$ cat src/hw/pic_pkg.sv
// Package of the prioritised interrupt controller: register map, field
// positions, reset values, detection codes, vectors and carrier types.
// Assumes a 32-bit Avalon-MM slave port addressed by word index.
package pic_pkg;

    // ============================================================
    // Sizes
    localparam int NUM_EXT = 8;
    localparam int NUM_SRC = 16;
    localparam int PIN_W = 33;

    // ============================================================
    // Register word indices (byte address is four times the index)
    localparam logic [3:0] REG_SYSCTL = 4'h0;
    localparam logic [3:0] REG_EDGE = 4'h1;
    localparam logic [3:0] REG_LEVEL = 4'h2;
    localparam logic [3:0] REG_ENABLE = 4'h3;
    localparam logic [3:0] REG_KEYMASK = 4'h4;
    localparam logic [3:0] REG_WAKEMASK = 4'h5;
    localparam logic [3:0] REG_DTCSEL = 4'h6;
    localparam logic [3:0] REG_DTCCPU = 4'h7;
    localparam logic [3:0] REG_STATUS = 4'h8;
    localparam logic [3:0] REG_IMASK = 4'h9;
    localparam logic [3:0] REG_PEND = 4'hA;

    // ============================================================
    // Field positions and codes
    localparam int SYS_MODE_LSB = 0;
    localparam int SYS_NMI_RISE = 2;
    localparam logic [1:0] MODE_0 = 2'h0;
    localparam logic [1:0] MODE_1 = 2'h2;
    localparam logic [1:0] DET_LEVEL = 2'h0;
    localparam logic [1:0] DET_FALL = 2'h1;
    localparam logic [1:0] DET_RISE = 2'h2;
    localparam logic [1:0] DET_BOTH = 2'h3;
    localparam int ST_W = 11;
    localparam int ST_NMI = 8;
    localparam int ST_ABRK = 9;
    localparam int ST_DTC = 10;

    // ============================================================
    // Reset values
    localparam logic [2:0] RST_SYSCTL = 3'h0;
    localparam logic [15:0] RST_KEYMASK = 16'hFFFF;
    localparam logic [7:0] RST_WAKEMASK = 8'hFF;
    localparam logic [PIN_W-1:0] RST_PINS = {PIN_W{1'b1}};

    // ============================================================
    // Source codes and vectors
    localparam logic [4:0] SRC_NMI = 5'h10;
    localparam logic [4:0] SRC_ABRK = 5'h11;
    localparam logic [4:0] SRC_NONE = 5'h1F;
    localparam logic [7:0] VEC_NMI = 8'h07;
    localparam logic [7:0] VEC_ABRK = 8'h0F;
    localparam logic [7:0] VEC_BASE = 8'h10;

    // ============================================================
    // Carriers
    typedef struct packed {
        logic valid;
        logic [7:0] vector;
    } pic_req_t;

    typedef enum {AVS_IDLE, AVS_DONE} pic_avs_state_t;

endpackage

$ cat src/hw/pic_top.sv
// Prioritised interrupt controller, single clock domain.
// Assumes pins arrive asynchronously, core signals are on i_mclk.
//
// Function
// - Two control modes are chosen by a two-bit field of the system control register.
// - Software assigns each maskable source a control level; NMI and address break have none.
// - Every source has its own distinct vector.
// - NMI is highest priority and accepted regardless of masks and levels.
// - NMI detection is selectable rising or falling edge.
// - Each external pin is selectable for falling, rising, both-edge or level detection.
// - Channel six is raised by its pin or any of the low eight key-scan inputs.
// - Channel seven is raised by its pin, the high eight key-scan or any wake-up input.
// - Every key-scan and wake-up input has its own software mask.
// - A request can start a transfer-controller operation instead of or besides the CPU.
// - Mode 1 masks requests by comparing their level with the global and user mask bits.
// - In mode 1 a level-0 request is accepted only while the global mask bit is 0.
// - In mode 1 a level-1 request is accepted while either mask bit is 0.
// - With both mask bits set only NMI and address break are accepted.
// - Mode 1 order is NMI, level-1 sources, address break, then level-0 sources.
`timescale 1ns/10ps
`default_nettype none
module pic_top
    import pic_pkg::*;
(
    // Clock and reset
    input wire logic i_mclk,
    input wire logic i_reset_n,
    // Avalon-MM slave
    input wire logic [3:0] i_avs_address,
    input wire logic i_avs_read,
    input wire logic i_avs_write,
    input wire logic [31:0] i_avs_writedata,
    output logic [31:0] o_avs_readdata,
    output logic o_avs_waitrequest,
    // Asynchronous request pins, active low except NMI
    input wire logic i_nmi_pin,
    input wire logic [7:0] i_ext_request_pin_n,
    input wire logic [15:0] i_key_scan_in_n,
    input wire logic [7:0] i_wake_up_in_n,
    // On-chip sources, same clock
    input wire logic [7:0] i_periph_req,
    input wire logic i_addr_break,
    // CPU side
    input wire logic i_global_mask,
    input wire logic i_user_mask_bit,
    input wire logic i_cpu_ack,
    output pic_req_t o_cpu,
    output pic_req_t o_data_transfer_ctrl,
    output logic o_irq
);

    // ============================================================
    // Helper functions
    // Lowest set bit index, SRC_NONE when empty
    function automatic logic [4:0] first_set(input logic [15:0] v);
        logic [4:0] r;
        r = SRC_NONE;
        for (int i = NUM_SRC - 1; i >= 0; i--) begin
            if (v[i]) begin
                r = 5'(i);
            end
        end
        return r;
    endfunction

    // One distinct vector per source code
    function automatic logic [7:0] vec_of(input logic [4:0] s);
        logic [7:0] r;
        r = VEC_BASE + {3'h0, s};
        if (s == SRC_NMI) begin
            r = VEC_NMI;
        end else if (s == SRC_ABRK) begin
            r = VEC_ABRK;
        end
        return r;
    endfunction

    // Edge or level detection on an active-low line
    function automatic logic detect(input logic [1:0] code, input logic prev, input logic cur);
        logic r;
        case (code)
            DET_LEVEL: r = ~cur;
            DET_FALL: r = prev & ~cur;
            DET_RISE: r = ~prev & cur;
            default: r = prev ^ cur;
        endcase
        return r;
    endfunction

    // ============================================================
    // Registers
    logic [2:0] sysctl_q;
    logic [15:0] edge_q;
    logic [15:0] level_q;
    logic [15:0] enable_q;
    logic [15:0] keymask_q;
    logic [7:0] wakemask_q;
    logic [15:0] dtcsel_q;
    logic [15:0] dtccpu_q;
    logic [ST_W-1:0] status_q;
    logic [ST_W-1:0] status_d;
    logic [ST_W-1:0] imask_q;
    pic_avs_state_t avs_q;
    logic [PIN_W-1:0] sync1_q, sync2_q, sync3_q, filt_q;
    logic [7:0] comb_prev_q, per_prev_q;
    logic nmi_prev_q;
    logic [7:0] ext_pend_q;
    logic [15:0] dtc_pend_q;
    logic nmi_pend_q, abrk_pend_q;
    logic [4:0] cur_src_q;

    // ============================================================
    // Combinational nets
    logic bus_req, wr_en;
    logic [1:0] mode_sel;
    logic mode1;
    logic [7:0] comb_n, ext_ev, lvl_mode, per_rise;
    logic nmi_ev;
    logic [15:0] route_cpu, cpu_pend, ack_clr, accept0, accept1, src_ev;
    logic ack_nmi, ack_abrk;
    logic [4:0] sel_src, pick0, pick1, dtc_pick;

    assign bus_req = i_avs_read | i_avs_write;
    assign wr_en = i_avs_write & (avs_q == AVS_DONE);
    assign mode_sel = sysctl_q[SYS_MODE_LSB +: 2];
    assign mode1 = (mode_sel == MODE_1);

    // ============================================================
    // Pin synchroniser: three stages, change taken when 2 and 3 agree
    always_ff @(posedge i_mclk) begin
        if (!i_reset_n) begin
            sync1_q <= RST_PINS;
            sync2_q <= RST_PINS;
            sync3_q <= RST_PINS;
            filt_q <= RST_PINS;
        end else begin
            sync1_q <= {i_wake_up_in_n, i_key_scan_in_n, i_ext_request_pin_n, i_nmi_pin};
            sync2_q <= sync1_q;
            sync3_q <= sync2_q;
            filt_q <= (filt_q & (sync2_q ^ sync3_q)) | (sync3_q & ~(sync2_q ^ sync3_q));
        end
    end

    // ============================================================
    // Shared channels; masked inputs are forced inactive
    always_comb begin
        comb_n = filt_q[8:1];
        comb_n[6] = filt_q[7] & (&(filt_q[16:9] | keymask_q[7:0]));
        comb_n[7] = filt_q[8] & (&(filt_q[24:17] | keymask_q[15:8]))
            & (&(filt_q[32:25] | wakemask_q));
    end

    // Detection of external, peripheral and NMI events
    always_comb begin
        for (int i = 0; i < NUM_EXT; i++) begin
            ext_ev[i] = detect(edge_q[2*i +: 2], comb_prev_q[i], comb_n[i]);
            lvl_mode[i] = (edge_q[2*i +: 2] == DET_LEVEL);
        end
        per_rise = i_periph_req & ~per_prev_q;
        nmi_ev = sysctl_q[SYS_NMI_RISE] ? (~nmi_prev_q & filt_q[0]) : (nmi_prev_q & ~filt_q[0]);
    end

    always_ff @(posedge i_mclk) begin
        if (!i_reset_n) begin
            comb_prev_q <= 8'hFF;
            per_prev_q <= 8'h00;
            nmi_prev_q <= 1'b1;
        end else begin
            comb_prev_q <= comb_n;
            per_prev_q <= i_periph_req;
            nmi_prev_q <= filt_q[0];
        end
    end

    // ============================================================
    // Pending state and acknowledge clearing
    assign src_ev = {per_rise, ext_ev};
    // route: DATA_TRANSFER_CTRL only, CPU only, or both
    assign route_cpu = ~dtcsel_q | dtccpu_q;
    assign ack_nmi = i_cpu_ack & o_cpu.valid & (cur_src_q == SRC_NMI);
    assign ack_abrk = i_cpu_ack & o_cpu.valid & (cur_src_q == SRC_ABRK);
    always_comb begin
        ack_clr = 16'h0000;
        if (i_cpu_ack && o_cpu.valid && !cur_src_q[4]) begin
            ack_clr[cur_src_q[3:0]] = 1'b1;
        end
        // Level sources follow the line; an ack masks them only in its own cycle
        cpu_pend = {i_periph_req, (lvl_mode & ~comb_n) | (~lvl_mode & ext_pend_q)};
        cpu_pend = cpu_pend & route_cpu & enable_q & ~ack_clr;
    end

    // Set wins over ack clear
    always_ff @(posedge i_mclk) begin
        if (!i_reset_n) begin
            ext_pend_q <= 8'h00;
            nmi_pend_q <= 1'b0;
            abrk_pend_q <= 1'b0;
        end else begin
            // A start handed only to the transfer controller drops its CPU flag
            ext_pend_q <= (ext_pend_q & ~ack_clr[7:0] & route_cpu[7:0]) | (ext_ev & ~lvl_mode);
            nmi_pend_q <= (nmi_pend_q & ~ack_nmi) | nmi_ev;
            abrk_pend_q <= (abrk_pend_q & ~ack_abrk) | i_addr_break;
        end
    end

    // ============================================================
    // Transfer-controller starts, lowest source first
    assign dtc_pick = first_set(dtc_pend_q);
    always_ff @(posedge i_mclk) begin
        if (!i_reset_n) begin
            dtc_pend_q <= 16'h0000;
            o_data_transfer_ctrl <= '0;
        end else begin
            dtc_pend_q <= (dtc_pend_q & ~(16'h0001 << dtc_pick[3:0] & {16{~dtc_pick[4]}}))
                | (src_ev & dtcsel_q & enable_q);
            o_data_transfer_ctrl.valid <= ~dtc_pick[4];
            o_data_transfer_ctrl.vector <= dtc_pick[4] ? 8'h00 : vec_of(dtc_pick);
        end
    end

    // ============================================================
    // Acceptance and priority
    always_comb begin
        // level 1 open while either bit clear
        accept1 = (mode1 && !(i_global_mask && i_user_mask_bit)) ? (cpu_pend & level_q) : 16'h0;
        // level 0 open only while global bit clear
        accept0 = i_global_mask ? 16'h0000 : (cpu_pend & (mode1 ? ~level_q : 16'hFFFF));
        pick1 = first_set(accept1);
        pick0 = first_set(accept0);
        // both bits set leave only NMI and break
        if (nmi_pend_q && !ack_nmi) begin
            sel_src = SRC_NMI;
        end else if (!pick1[4]) begin
            sel_src = pick1;
        end else if (abrk_pend_q && !ack_abrk) begin
            sel_src = SRC_ABRK;
        end else begin
            sel_src = pick0;
        end
    end

    // Presented request, one source at a time
    always_ff @(posedge i_mclk) begin
        if (!i_reset_n) begin
            cur_src_q <= SRC_NONE;
            o_cpu <= '0;
        end else begin
            cur_src_q <= sel_src;
            o_cpu.valid <= (sel_src != SRC_NONE);
            o_cpu.vector <= (sel_src == SRC_NONE) ? 8'h00 : vec_of(sel_src);
        end
    end

    // ============================================================
    // Avalon slave: one wait cycle, answer in the cycle after
    always_ff @(posedge i_mclk) begin
        if (!i_reset_n) begin
            avs_q <= AVS_IDLE;
            o_avs_waitrequest <= 1'b1;
        end else begin
            case (avs_q)
                AVS_IDLE: begin
                    if (bus_req) begin
                        avs_q <= AVS_DONE;
                        o_avs_waitrequest <= 1'b0;
                    end
                end
                AVS_DONE: begin
                    avs_q <= AVS_IDLE;
                    o_avs_waitrequest <= 1'b1;
                end
                default: begin
                    avs_q <= AVS_IDLE;
                    o_avs_waitrequest <= 1'b1;
                end
            endcase
        end
    end

    // Read data captured ahead of the answer edge
    always_ff @(posedge i_mclk) begin
        if (!i_reset_n) begin
            o_avs_readdata <= 32'h0000_0000;
        end else if (i_avs_read && avs_q == AVS_IDLE) begin
            case (i_avs_address)
                REG_SYSCTL: o_avs_readdata <= {29'h0, sysctl_q};
                REG_EDGE: o_avs_readdata <= {16'h0, edge_q};
                REG_LEVEL: o_avs_readdata <= {16'h0, level_q};
                REG_ENABLE: o_avs_readdata <= {16'h0, enable_q};
                REG_KEYMASK: o_avs_readdata <= {16'h0, keymask_q};
                REG_WAKEMASK: o_avs_readdata <= {24'h0, wakemask_q};
                REG_DTCSEL: o_avs_readdata <= {16'h0, dtcsel_q};
                REG_DTCCPU: o_avs_readdata <= {16'h0, dtccpu_q};
                REG_STATUS: o_avs_readdata <= {21'h0, status_q};
                REG_IMASK: o_avs_readdata <= {21'h0, imask_q};
                REG_PEND: o_avs_readdata <= {8'h0, o_cpu.vector, cpu_pend};
                default: o_avs_readdata <= 32'h0000_0000;
            endcase
        end
    end

    // Control registers, written at the answer edge
    always_ff @(posedge i_mclk) begin
        if (!i_reset_n) begin
            sysctl_q <= RST_SYSCTL;
            edge_q <= 16'h0000;
            level_q <= 16'h0000;
            enable_q <= 16'h0000;
            keymask_q <= RST_KEYMASK;
            wakemask_q <= RST_WAKEMASK;
            dtcsel_q <= 16'h0000;
            dtccpu_q <= 16'h0000;
            imask_q <= '0;
        end else if (wr_en) begin
            case (i_avs_address)
                REG_SYSCTL: sysctl_q <= i_avs_writedata[2:0];
                REG_EDGE: edge_q <= i_avs_writedata[15:0];
                REG_LEVEL: level_q <= i_avs_writedata[15:0];
                REG_ENABLE: enable_q <= i_avs_writedata[15:0];
                REG_KEYMASK: keymask_q <= i_avs_writedata[15:0];
                REG_WAKEMASK: wakemask_q <= i_avs_writedata[7:0];
                REG_DTCSEL: dtcsel_q <= i_avs_writedata[15:0];
                REG_DTCCPU: dtccpu_q <= i_avs_writedata[15:0];
                REG_IMASK: imask_q <= i_avs_writedata[ST_W-1:0];
                default: imask_q <= imask_q;
            endcase
        end
    end

    // ============================================================
    // Sticky status, write one to clear, new event wins
    always_comb begin
        status_d = status_q;
        if (wr_en && i_avs_address == REG_STATUS) begin
            status_d = status_q & ~i_avs_writedata[ST_W-1:0];
        end
        status_d[7:0] = status_d[7:0] | (ext_ev & enable_q[7:0]);
        status_d[ST_NMI] = status_d[ST_NMI] | nmi_ev;
        status_d[ST_ABRK] = status_d[ST_ABRK] | i_addr_break;
        status_d[ST_DTC] = status_d[ST_DTC] | ~dtc_pick[4];
    end

    always_ff @(posedge i_mclk) begin
        if (!i_reset_n) begin
            status_q <= '0;
            o_irq <= 1'b0;
        end else begin
            status_q <= status_d;
            o_irq <= |(status_q & imask_q);
        end
    end
endmodule
`default_nettype wire

$ cat config.mk
export PLATFORM = sky130hd
export DESIGN_NAME = pic_top
export DESIGN_NICKNAME = d
export VERILOG_FILES = /design/src/hw/pic_pkg.sv /design/src/hw/pic_top.sv
export SDC_FILE = /design/constraint.sdc
export NUM_CORES = 1
export LEC_CHECK = 0
export ABC_AREA = 1
export BUFFER_PORTS_ARGS = -buffer_cell sky130_fd_sc_hd__buf_2
export CAP_MARGIN = 5
export CORE_AREA = 8 8 190 237
export CTS_CLUSTER_DIAMETER = 200
export DETAILED_ROUTE_END_ITERATION = 7
export DIE_AREA = 0 0 198 245
export GPL_ROUTABILITY_DRIVEN = 0
export SLEW_MARGIN = 10
export SYNTH_ARGS = -nofsm -noshare
export SYNTH_HDL_FRONTEND = slang
export SYNTH_SLANG_ARGS = --single-unit
export TNS_END_PERCENT = 5
$ cat constraint.sdc
create_clock -name i_mclk -period 5.5 [get_ports i_mclk]
set_clock_uncertainty 0.1 [all_clocks]
set_input_delay 0.275 -clock i_mclk [delete_from_list [all_inputs] [get_ports i_mclk]]
set_output_delay 0.275 -clock i_mclk [all_outputs]
set_load 0.01 [all_outputs]
==> summary.md <==
| Metric | Value |
|---|---|
| Crit share post-route | `0.5740` |
| Max Slew Vio Count | `0` |
| Fraction of power consumed by combinational cells | `0.052` |
| Row count | `84` |
| # diodes | `0` |
| Remaining antenna violation count after routing | `0` |
| Post-route insts no fill | `2525` |
| CP Max Fanout | `3` |
| Crit path from | `keymask_q[8]$_SDFFE_PN1P_` |
| Pin count of the biggest net entering global routing | `143` |
| Port-buffer cells | `106` |
| WL/cell | `18.25 um` |
| Critical register-to-register path startpoint | `keymask_q[8]$_SDFFE_PN1P_` |
| Die X | `198 um` |
| Sink Count | `348` |
| Post-Synthesis Cells | `1817` |
| Final setup violation count | `0` |
| Antenna violations before repair | `1` |
| Total gr overflow | `0` |
| Async set or reset register ratio after synthesis | `0` |
| CTS tree | `built` |
| Vias in the first global route | `12210` |
| RSZ-0062 raised after global routing | `no` |
| Finished Cell Area | `16840 um^2` |
| Dpl cell area | `15140 um^2` |
| Rel. slew slack | `0.2039` |
| DRC Markers | `0` |
| Ports | `137` |
| Clk root buf | `clkbuf_16` |
| Clk pwr share | `0.467` |
| Die footprint | `48510 um^2` |
| Seq/Total Area, Yosys | `0.4913` |
| Internal power | `4.169 mW` |
| Post-synthesis cell type count | `57` |
| Core area | `41510 um^2` |
| Hpwl dp | `32.97 mm` |
| Max Fclk | `316.8 MHz` |
| Status | `finished, final reports clean` |
| Clk_lat worst skew | `0.54 ns` |
| Ys flop type | `dfxtp_1` |
| Worst IR Drop VDD | `0.1886 mV` |
| Placed Cells | `2413` |
| Power Dens Cells | `320.4 nW/um^2` |
| First-pass GRT wire length | `69.83 mm` |
| Setup TNS | `0 ns` |
| Max Root-Sink Buffers | `3` |
| Yosys warns | `0` |
| Critical Path AT | `3.50 ns` |
| Synth area leader | `dfxtp_1` |
| Starting Density | `0.3416` |
| Final hold vios | `0` |
| Area grow syn2layout | `18.76%` |
| Syn avg cell area | `7.804 um^2` |
| First-pass iteration count of the detailed router | `5` |
| Flop pwr share | `0.481` |
| CP startpoint kind | `flip-flop` |
| Slew @ Worst Pin | `1.191 ns` |
| Drt total wl | `46.07 mm` |
| Worst Path Required | `5.84 ns` |
| Hold Crit Class | `in2reg` |
| Most frequent cells in the layout | `dfxtp_1 (348), nand2_1 (319), a21oi_1 (213), inv_1 (171), o21ai_0 (147)` |
| Synth top area share | `0.4913` |
| Final Critical Period | `3.157 ns` |
| PnR Total Power | `5.395 mW` |
| Largest cells by area after synthesis | `dfxtp_1 (49%), nand2_1 (8.4%), a21oi_1 (7.5%)` |
| Mapped Area | `14180 um^2` |
| H-tree depth | `2` |
| Post_cts resized | `0` |
| Inserted Clock Buffers | `36` |
| Die height | `245 um` |
| Pleak | `6.818 nW` |
| Switching part of the total power | `0.2274` |
| Number of max-cap violations | `0` |
| Clock-pin transition on the worst setup and hold timing paths | `0.06 ns` |
| Yosys reg bits | `348` |
| GR Util All Layers | `0.1849` |
| Vias per cell | `5.144` |
| HP Start | `i_avs_writedata[6]` |
| Final net count | `2041` |
| Sw Pwr | `1.227 mW` |
| Number of flops mapped to enable cells by yosys | `0` |
| Via count | `12990` |
| Critical setup path kind | `reg2reg` |
| Commonest non-fill, non-tap cell in the layout | `dfxtp_1` |
| CP Capture Type | `flip-flop` |
| Iteration-0 DRC count of the detailed router | `1080` |
| Share of layout cells above drive strength 1 | `0.1607` |
==> logic make-up (layout without fill, tap and decap cells) <==
group                    after synthesis  in the layout  synth area share
adder cells (fa/ha/maj)               16             16           0.01412
flip-flops                           348            348            0.4913
other                                  1             16         0.0002645
buffers and inverters                271            405           0.07571
AND/OR/NAND/NOR                      717            717            0.2330
AO/OA/AOI/OAI                        464            464            0.1856
==> critical path: stages (launching register included) <==
cell	delay, ns
dfxtp_1	0.46
nor2_1	0.13
a21oi_1	0.14
nand3b_1	0.09
nor4_1	0.17
nand4_1	0.12
nor4_1	0.42
ha_1	0.34
o31ai_1	0.59
nand3_1	0.30
a21oi_1	0.20
==> power by group through the flow <==
stage	combinational (mW)	clock [mW]	sequential (mW)
floorplan	0.155	0	2.65
global placement	0.248	0	2.65
detailed placement	0.252	0	2.65
CTS	0.279	2.59	2.59
global route	0.307	2.68	2.60
finish	0.281	2.52	2.59
==> worst paths after layout <==
check                              endpoint  slack [ns]  cells past startpoint
setup / recovery   dtc_pend_q[7]$_SDFF_PN0_        2.34                     10
hold / removal    keymask_q[6]$_SDFFE_PN1P_        0.03                      3
setup reg to reg   dtc_pend_q[7]$_SDFF_PN0_        2.34                     10
hold reg to reg      sync2_q[16]$_SDFF_PN1_        0.31                      1
==> timing repair <==
action / 4_1_cts / 5_1_grt
endpoints found under the hold margin: 52 / 0
setup buffers: 0 / 0
hold buffers: 48 / 0
==> cell type report <==
cell class / count / area [um^2]
Clock buffer: 51 / 1069
Sequential cell: 348 / 6967
Fill cell: 4217 / 24670
Inverter: 179 / 679.4
Multi-Input combinational cell: 1213 / 6198
Timing Repair Buffer: 162 / 1074
Tap cell: 559 / 699.4
Clock inverter: 13 / 153.9
==> Yosys cell counts, drive strengths merged, types with 6 or more instances <==
cell type  number
dfxtp         348
nand2         330
a21oi         217
inv           176
o21ai         152
nor2          120
nand3         107
or2           107
clkbuf         69
o22ai          25
buf            23
nor3           22
a221oi         19
ha             16
nand4          12
o2111ai        10
nor4            7
o211ai          6
==> per-stage QoR <==
step	util	worst slack [ns]	hold WS, ns
3_5_place_dp	0.3646	2.475	0.2976
6_report	0.4056	2.343	0.02876
2_1_floorplan	-	3.394	0.2685
4_1_cts	0.4056	2.495	0.003085
5_1_grt	0.4056	2.322	0.03120
3_3_place_gp	0.3646	2.575	0.2976
==> layer usage <==
metal / up-vias / wire length (um) / share of wire / track usage
met1: 5993 / 17910 / 0.39 / 0.2160
met4: 2 / 3203 / 0.070 / 0.1251
met5: - / 13 / 0.00028 / 0
met3: 157 / 3450 / 0.075 / 0.03371
li1: 6287 / - / - / -
met2: 550 / 21500 / 0.47 / 0.3053
==> sequential cells by signal (all words and copies together), names as in the netlist, 3 cells and up, named ones only <==
signal                cells
o_avs_readdata           22
o_cpu                     7
dtc_pend_q               16
imask_q                  11
dtccpu_q                 16
dtcsel_q                 16
ext_pend_q                8
comb_prev_q               8
keymask_q                16
cur_src_q                 5
level_q                  16
sysctl_q                  3
enable_q                 16
o_data_transfer_ctrl      7
status_q                 11
edge_q                   16
sync2_q                  33
wakemask_q                8
sync3_q                  33
per_prev_q                8
sync1_q                  33
Note: power is estimated with default switching activity, not from simulation.
